$ cat config.mk
export PLATFORM = sky130hd
export DESIGN_NAME = watchdog_timer_with_stall
export DESIGN_NICKNAME = d
export VERILOG_FILES = /design/src/wdt_pkg.sv /design/src/watchdog_timer_with_stall.sv
export SDC_FILE = /design/constraint.sdc
export NUM_CORES = 1
export LEC_CHECK = 0
export ABC_AREA = 1
export BUFFER_PORTS_ARGS = -buffer_cell sky130_fd_sc_hd__buf_4
export CAP_MARGIN = 20
export CORE_ASPECT_RATIO = 1.4
export CORE_MARGIN = 4
export CORE_UTILIZATION = 50
export CTS_BUF_LIST = sky130_fd_sc_hd__clkbuf_8 sky130_fd_sc_hd__clkbuf_16
export DETAILED_ROUTE_END_ITERATION = 12
export PLACE_DENSITY = 0.71
export SLEW_MARGIN = 40
export SYNTH_ARGS = -nofsm -noshare
export SYNTH_HDL_FRONTEND = slang
export SYNTH_SLANG_ARGS = --single-unit
$ cat constraint.sdc
create_clock -name clock -period 2.5 [get_ports clock]
set_input_delay 0.25 -clock clock [delete_from_list [all_inputs] [get_ports clock]]
set_output_delay 0.25 -clock clock [all_outputs]
set_load 0.01 [all_outputs]
$ cat src/wdt_pkg.sv
package wdt_pkg;

  // ----------------------------------------------------------------
  // Register map (byte addresses)
  // ----------------------------------------------------------------
  localparam logic [31:0] RELOAD_VALUE_ADDR  = 32'h4002_0400;
  localparam logic [31:0] CONTROL_ADDR       = 32'h4002_0404;
  localparam logic [31:0] RELOAD_STROBE_ADDR = 32'h4002_0408;
  localparam logic [31:0] CURRENT_COUNT_ADDR = 32'h4002_040C;

  // ----------------------------------------------------------------
  // Control register fields and reset values
  // ----------------------------------------------------------------
  localparam int          CTRL_ON_BIT        = 0;
  localparam int          CTRL_FLAG_BIT      = 1;
  localparam int          CTRL_HIB_BIT       = 2;
  localparam int          CTRL_WEEK_BIT      = 3;
  localparam int          CTRL_DEBUG_BIT     = 4;
  localparam logic [15:0] RELOAD_RESET       = 16'hFFFF;
  localparam logic [15:0] ZERO_COUNT         = 16'h0000;

  // ----------------------------------------------------------------
  // Timing
  // ----------------------------------------------------------------
  localparam int unsigned CLOCK_HZ           = 20_000_000;
  localparam int unsigned SLOW_HZ            = 32_768;
  localparam int unsigned CLOCK_PERIOD_PS    = 50_000;
  localparam int unsigned STEP_TIME_PS       = 1_007_000_000;
  // Longest wait for a crossing: rounds down
  localparam int unsigned SLOW_CYCLES        = CLOCK_HZ / SLOW_HZ;
  localparam int unsigned STEP_CYCLES        = STEP_TIME_PS / CLOCK_PERIOD_PS;

  // ----------------------------------------------------------------
  // Carriers
  // ----------------------------------------------------------------
  typedef struct packed {
    logic        write;
    logic        read;
    logic [31:0] addr;
    logic [15:0] wdata;
  } reg_req_t;

  typedef struct packed {
    logic hibernation_timer_running;
    logic week_timer_running;
    logic debug_port_running;
  } pause_in_t;

endpackage

$ cat src/watchdog_timer_with_stall.sv
`timescale 1ns/1ns
`default_nettype none

//Contract
// - While enabled, a missing reload before the interval ends gives an expiry event.
// - A reload request takes effect within one slow-clock period.
// - After a reload value write, enabling is held off up to one slow period.
// - Reads always accepted; clearing enable stops the watchdog at once.
// - Counter steps paced by a register-clock divider, requests by the slow rate; registers served on the register clock.
// - The expiry output forces a reset of the whole device.
// - The expiry event survives the forced reset as a reset-cause bit.
// - The expiry output is not wired to a controller interrupt.
// - Firmware writes reload value then sets enable; counting starts from that value.
// - Clearing enable resets, stops and gates the counter, expiry output low.
// - Underflow without reload gives an expiry event and sets the expiry flag.
// - One decrement every 1.007 ms; interval is reload value down to zero.
// - Enabled stall input stops counting; on release reload and resume.
// - Stall feature disabled out of reset.
// - Three stall inputs, each gated by its own enable bit.
// - At zero the counter reloads, restarts and pulses the expiry output.
// - Writing the 16-bit reload value reloads the counter; resets to all ones.
// - Counter clocking gated whenever the counter is inactive.
// - Four registers at consecutive words from the block base.
// - Kick writes ignored while enable is clear.
// - Kick reads zero; a kick while enabled reloads and keeps counting.
// - Expiry flag clears only on a written one; zero has no effect.
// - Control bit0 enable, bit1 expiry flag, bit4 debug stall enable.
module watchdog_timer_with_stall #(
  parameter int unsigned STEP_CYCLES_P = wdt_pkg::STEP_CYCLES
) (
  // Clock and power-on reset
  input  wire logic              clock,
  input  wire logic              rstn,
  // Controller register bus
  input  wire wdt_pkg::reg_req_t regReq,
  output logic [15:0]            regRdata,
  // Activity inputs, asynchronous
  input  wire wdt_pkg::pause_in_t pauseIn,
  // Device reset request and status
  output logic                   expiryPulse,
  output logic                   resetCauseWatchdog
);
  import wdt_pkg::*;

  // ----------------------------------------------------------------
  // Address decode
  // ----------------------------------------------------------------
  wire hitReload  = regReq.addr == RELOAD_VALUE_ADDR;
  wire hitControl = regReq.addr == CONTROL_ADDR;
  wire hitStrobe  = regReq.addr == RELOAD_STROBE_ADDR;
  wire hitCount   = regReq.addr == CURRENT_COUNT_ADDR;

  wire wrReload   = regReq.write && hitReload;
  wire wrControl  = regReq.write && hitControl;
  wire wrStrobe   = regReq.write && hitStrobe;

  // ----------------------------------------------------------------
  // Registers
  // ----------------------------------------------------------------
  logic [15:0] reloadValue;
  logic        watchdogOn;
  logic        expiryFlag;
  logic        hibernationPauseAllow;
  logic        weekPauseAllow;
  logic        debugPauseAllow;
  logic [15:0] count;
  logic        expiryEvent;

  always_ff @(posedge clock or negedge rstn) begin
    if (!rstn) begin
      reloadValue <= RELOAD_RESET;
    end else if (wrReload) begin
      reloadValue <= regReq.wdata;
    end
  end

  always_ff @(posedge clock or negedge rstn) begin
    if (!rstn) begin
      watchdogOn            <= 1'b0;
      hibernationPauseAllow <= 1'b0;
      weekPauseAllow        <= 1'b0;
      debugPauseAllow       <= 1'b0;
    end else if (wrControl) begin
      watchdogOn            <= regReq.wdata[CTRL_ON_BIT];
      hibernationPauseAllow <= regReq.wdata[CTRL_HIB_BIT];
      weekPauseAllow        <= regReq.wdata[CTRL_WEEK_BIT];
      debugPauseAllow       <= regReq.wdata[CTRL_DEBUG_BIT];
    end
  end

  // Only power-on reset and a written one clear it, so it outlives the forced reset
  wire flagClear = wrControl && regReq.wdata[CTRL_FLAG_BIT];

  always_ff @(posedge clock or negedge rstn) begin
    if (!rstn) begin
      expiryFlag <= 1'b0;
    end else if (expiryEvent) begin
      expiryFlag <= 1'b1;
    end else if (flagClear) begin
      expiryFlag <= 1'b0;
    end
  end

  assign resetCauseWatchdog = expiryFlag;

  // ----------------------------------------------------------------
  // Read path
  // ----------------------------------------------------------------
  wire [7:0] controlRead = {3'h0, debugPauseAllow, weekPauseAllow,
                            hibernationPauseAllow, expiryFlag, watchdogOn};

  // Kick register and unmapped words read zero
  wire [15:0] readMux = hitReload  ? reloadValue :
                        hitControl ? {8'h00, controlRead} :
                        hitCount   ? count : 16'h0000;

  always_ff @(posedge clock or negedge rstn) begin
    if (!rstn) begin
      regRdata <= 16'h0000;
    end else if (regReq.read) begin
      regRdata <= readMux;
    end
  end

  // ----------------------------------------------------------------
  // Slow-rate enable
  // ----------------------------------------------------------------
  localparam logic [9:0] SLOW_LAST = 10'(SLOW_CYCLES - 1);
  logic [9:0] slowCnt;
  wire        slowTick = slowCnt == SLOW_LAST;

  always_ff @(posedge clock or negedge rstn) begin
    if (!rstn) begin
      slowCnt <= 10'h000;
    end else begin
      slowCnt <= slowTick ? 10'h000 : slowCnt + 10'h001;
    end
  end

  // ----------------------------------------------------------------
  // Activity inputs: two-flop synchronisers
  // ----------------------------------------------------------------
  pause_in_t pauseMeta;
  pause_in_t pauseSync;

  always_ff @(posedge clock or negedge rstn) begin
    if (!rstn) begin
      pauseMeta <= '0;
      pauseSync <= '0;
    end else begin
      pauseMeta <= pauseIn;
      pauseSync <= pauseMeta;
    end
  end

  wire stallNow = (pauseSync.hibernation_timer_running && hibernationPauseAllow) ||
                  (pauseSync.week_timer_running && weekPauseAllow) ||
                  (pauseSync.debug_port_running && debugPauseAllow);

  // ----------------------------------------------------------------
  // Requests held until the next slow tick, none lost
  // ----------------------------------------------------------------
  logic loadSettled;
  logic kickPending;

  always_ff @(posedge clock or negedge rstn) begin
    if (!rstn) begin
      loadSettled <= 1'b1;
    end else if (wrReload) begin
      loadSettled <= 1'b0;
    end else if (slowTick) begin
      loadSettled <= 1'b1;
    end
  end

  always_ff @(posedge clock or negedge rstn) begin
    if (!rstn) begin
      kickPending <= 1'b0;
    end else if (wrStrobe && watchdogOn) begin
      kickPending <= 1'b1;
    end else if (slowTick || !watchdogOn) begin
      kickPending <= 1'b0;
    end
  end

  // ----------------------------------------------------------------
  // Counter
  // ----------------------------------------------------------------
  // Enable only counts once a fresh reload value has settled
  wire running    = watchdogOn && loadSettled;
  logic runningQ;
  logic stallQ;
  wire  start     = running && !runningQ;
  wire  unstall   = running && stallQ && !stallNow;
  wire  reloadNow = start || unstall ||
                    (running && slowTick && kickPending) ||
                    (running && slowTick && !loadSettled);
  wire  counting  = running && !stallNow && !reloadNow;

  logic [14:0] stepCnt;
  localparam int unsigned STEP_LAST = STEP_CYCLES_P - 1;
  wire  stepTick  = counting && (stepCnt == 15'(STEP_LAST));
  assign expiryEvent = stepTick && (count == ZERO_COUNT);

  always_ff @(posedge clock or negedge rstn) begin
    if (!rstn) begin
      runningQ <= 1'b0;
      stallQ   <= 1'b0;
    end else begin
      runningQ <= running;
      stallQ   <= stallNow;
    end
  end

  // Step divider frozen when idle, so nothing toggles
  always_ff @(posedge clock or negedge rstn) begin
    if (!rstn) begin
      stepCnt <= 15'h0000;
    end else if (!counting || stepTick) begin
      stepCnt <= 15'h0000;
    end else begin
      stepCnt <= stepCnt + 15'h0001;
    end
  end

  always_ff @(posedge clock or negedge rstn) begin
    if (!rstn) begin
      count <= RELOAD_RESET;
    end else if (!watchdogOn || reloadNow) begin
      count <= reloadValue;
    end else if (expiryEvent) begin
      count <= reloadValue;
    end else if (stepTick) begin
      count <= count - 16'h0001;
    end
  end

  // ----------------------------------------------------------------
  // Expiry output, one slow period wide
  // ----------------------------------------------------------------
  logic [9:0] pulseCnt;

  always_ff @(posedge clock or negedge rstn) begin
    if (!rstn) begin
      pulseCnt <= 10'h000;
    end else if (!watchdogOn) begin
      pulseCnt <= 10'h000;
    end else if (expiryEvent) begin
      pulseCnt <= 10'(SLOW_CYCLES);
    end else if (pulseCnt != 10'h000) begin
      pulseCnt <= pulseCnt - 10'h001;
    end
  end

  // Goes only to the reset controller, never to an interrupt
  assign expiryPulse = watchdogOn && (pulseCnt != 10'h000);

  // ----------------------------------------------------------------
  // Checks
  // ----------------------------------------------------------------
  localparam int SLOW_WAIT = SLOW_CYCLES + 1;

  // Length of the running expiry pulse, for the width check
  logic [9:0] pulseLen;

  always_ff @(posedge clock or negedge rstn) begin
    if (!rstn) begin
      pulseLen <= 10'h000;
    end else if (expiryPulse) begin
      pulseLen <= pulseLen + 10'h001;
    end else begin
      pulseLen <= 10'h000;
    end
  end
endmodule

`default_nettype wire

==> results.yml <==
synth:
  synth-warning-count: 0
  avgSynthCellArea_sq_um: 7.58
  edff_count_synth: 0
  netlist_area_sq_um: 5280
  synth_seq_area_share_pct: 47.2
  ys_seq_elements: 98
  synth-main-ff-cell: "sky130_fd_sc_hd__dfrtp_1"
  synth_cells: 697
  synth.net_count: 757
  netlist-cell-type-count: 38
  synth-async-reset-ratio_pct: 100
power:
  power_density_nw_per_um2: 509
  clkPwrFrac_pct: 45.9
  power_frac_comb_pct: 4.0
  swShare_pct: 20.0
  proportion_of_power_drawn_by_flip_flops_and_latches_pct: 50.1
  ir_worst_vdd_v: 0.000329
  p_int_uw: 2550
  switching_power_uw: 637
  static-leakage-power_uw: 0.00322
setup_path:
  worstPathArrival_ns: 2.09
  worst-path-max-fanout: 5
  reg2reg_depth: 9
  worst_setup_path_start_kind: "register"
  setup.worst_path.class: "reg -> out"
  worstPathRequired_ns: 2.25
  crit_path_end_kind: "output pin"
global_routing:
  grt_antenna_before_repair: 0
  grt_remaining_overflow: 0
  groute.usage.overall_pct: 21.7
  grt_pass1_wl_mm: 21.1
  maximum_number_of_pins_on_one_net_before_global_route_repair: 55
  first_global_vias: 4713
die:
  chipWidth_um: 94.9
  cell_rows: 44
  initial_utilization_pct: 51.0
  floorplan.die_area_sq_um: 12300
  floorplan.io_pins: 73
  placeableCoreArea_sq_um: 10300
  die-height_um: 130
route:
  remaining_drc_errors: 0
  detail_route.wl_per_cell_um: 13.6
  detail_route.iter0.violations: 246
  drt_pre_antenna_iters: 5
  num_vias: 4593
  ant_nets: 0
  wl_mm: 12.4
  detail_route.vias_per_cell: 5.04
placed_design:
  placement.io_buffers: 72
  half_perimeter_wire_length_of_the_detailed_placement_result_mm: 9.07
  place_ws_ns: 0.300
  placedCellCount: 895
  place.gp.congestion: 0.904
cells_and_area:
  areaGrowthSynthToFinish_pct: 18.5
  finalNetCount: 829
  num_antenna_cells: 0
  final-instance-count-excl-fill: 912
  nFillCells: 966
  layout-drive-gt1-share_pct: 17.6
clock_network:
  clock_tree.htree_level_count: 3
  clock_sink_count: 98
  tritoncts: "yes"
  path_clk_slew_ns: 0.06
  clk_root_buffer_cell: "sky130_fd_sc_hd__clkbuf_16"
  skew_pair_late_insertion_delay_ns: 0.34
  numCtsBuffers: 9
  cts.path.max_buffers: 2
sta:
  final_critical_path_setup_slack_ns: 0.164
  timing_hold_violations_final: 0
  grt_setup_unrepaired: "false"
  finalSetupViolCount: 0
  drv_slew: 0
  maxClockFrequency_mhz: 428
  clock_skew_ns: 0.00767
  finalHoldWorstSlack_ns: 0.0144
  fin_setup_tns_ns: 0
  headroom_to_the_max_slew_limit_pct: 59.3
  worst_pin_slew_ns: 0.609
  timing.final.crit_period_ns: 2.34
  layout_worst_path_cycle_share_pct: 93.5
hold_path:
  min_delay_path_depth: 1
  worst_hold_path_type: "in -> reg"
job:
  maxcap_viol_count: 0
outcome:
  run_status: "finished, final reports clean"
[final cells by class]
class                      count  area [sq um]  area share (%)
sequential                    98          2490            39.8
multi-input combinational    479          2290            36.6
clock inverter                 6          75.1            1.20
clock buffer                  10           239            3.82
timing repair buffer          79           608            9.71
inverter                     102           383            6.12
tap                          138           173            2.76
[cells by family (layout without fill, tap and decap cells)]
family                   after synthesis  count (layout)  share of synthesized area [%]
AND/OR/NAND/NOR                      394             394                           32.7
buffers and inverters                120             197                           9.47
flip-flops                            98              98                           47.2
AO/OA/AOI/OAI                         56              56                           5.42
XOR/XNOR                              24              24                           3.98
adder cells (fa/ha/maj)                5               5                           1.18
[metrics by stage]
step / power, uW / instance area [sq um] / util, %
6_report: 3180 / 6260 / 60.5
5_1_grt: 3280 / 6260 / 60.5
4_1_cts: 3210 / 6260 / 60.5
3_5_place_dp: 1750 / 5940 / 57.4
3_3_place_gp: 1750 / 5940 / 57.4
2_1_floorplan: 1640 / 5280 / -
[metal layers]
| metal | GRT usage (%) | wire (um) | vias up |
|---|---|---|---|
| met1 | 25.8 | 5190 | 2136 |
| met3 | 3.66 | 515 | 15 |
| li1 | - | - | 2334 |
| met2 | 39.4 | 6450 | 108 |
| met5 | 0 | 0 | - |
| met4 | 6.97 | 210 | 0 |
[worst paths after layout]
kind	slack [ns]	from	end
max in group asynchronous	1.31	rstn	reloadValue[8]$_DFFE_PN1P_
worst max-delay path	0.16	pulseCnt[0]$_DFFE_PN0P_	expiryPulse
min in group asynchronous	0.45	rstn	slowCnt[4]$_DFF_PN0_
worst min register to register	0.35	pauseMeta[2]$_DFF_PN0_	pauseSync[2]$_DFF_PN0_
worst max register to register	0.26	watchdogOn$_DFFE_PN0P_	count[10]$_DFFE_PN1P_
worst min-delay path	0.01	pauseIn[0]	pauseMeta[0]$_DFF_PN0_
[state kept, by name, summed over array words and instances, names as in the netlist, 3 cells and up]
signal / flops
pauseSync: 3
pauseMeta: 3
slowCnt: 10
count: 16
reloadValue: 16
pulseCnt: 10
stepCnt: 15
regRdata: 16
[Yosys cell counts, drive strengths merged, types with 4 or more instances]
| library cell | instances | area, sq um |
|---|---|---|
| nand3 | 76 | 385 |
| nand2 | 166 | 636 |
| nand4 | 15 | 93.8 |
| xnor2 | 5 | 43.8 |
| a21oi | 7 | 35.0 |
| nor2 | 109 | 427 |
| o21ai | 46 | 230 |
| or2 | 4 | 25.0 |
| xor2 | 19 | 166 |
| clkbuf | 8 | 43.8 |
| nor3 | 15 | 80.1 |
| buf | 10 | 73.8 |
| ha | 5 | 62.6 |
| dfrtp | 65 | 1630 |
| dfstp | 33 | 867 |
| inv | 102 | 383 |
[power groups by stage]
stage | combinational [uW] | clock (uW) | sequential (uW)
floorplan | 20.4 | 0 | 1620
CTS | 131 | 1490 | 1590
global route | 144 | 1550 | 1590
finish | 127 | 1460 | 1590
detailed placement | 130 | 0 | 1620
global placement | 127 | 0 | 1620
[repair_timing]
action,CTS,global route
hold endpoints to repair,31,0
gates resized for setup,0,0
hold buffers,1,0
buffers inserted,0,0
setup endpoints to repair,0,0
[worst max-delay path, stage by stage, from the launching register on]
cell and delay (ns):
sky130_fd_sc_hd__dfrtp_1 0.36, sky130_fd_sc_hd__inv_1 0.13, sky130_fd_sc_hd__ha_1 0.19, sky130_fd_sc_hd__inv_1 0.04
sky130_fd_sc_hd__nor2_1 0.13, sky130_fd_sc_hd__nand3_1 0.12, sky130_fd_sc_hd__nor2_1 0.16, sky130_fd_sc_hd__nand3_1 0.18
sky130_fd_sc_hd__inv_1 0.21, sky130_fd_sc_hd__nor2_1 0.07, sky130_fd_sc_hd__buf_4 0.14
[layout by cell type, fill, tap and decap left out, drive strengths merged]
cell and count:
buf 78, inv 106, dfstp 33, xnor2 5, xor2 19, dlygate4sd3 1, o21a 1, nor4 2
bufinv 2, o21ai 46, clkbuf 10, nor3 15, or2 4, nand4 15, nand3b 1, a21oi 7
dfrtp 65, and3 3, nand3 76, nor2 109, nor3b 3, nand2 166, ha 5, o31ai 1
a31oi 1
(Power assumes the default switching activity.)
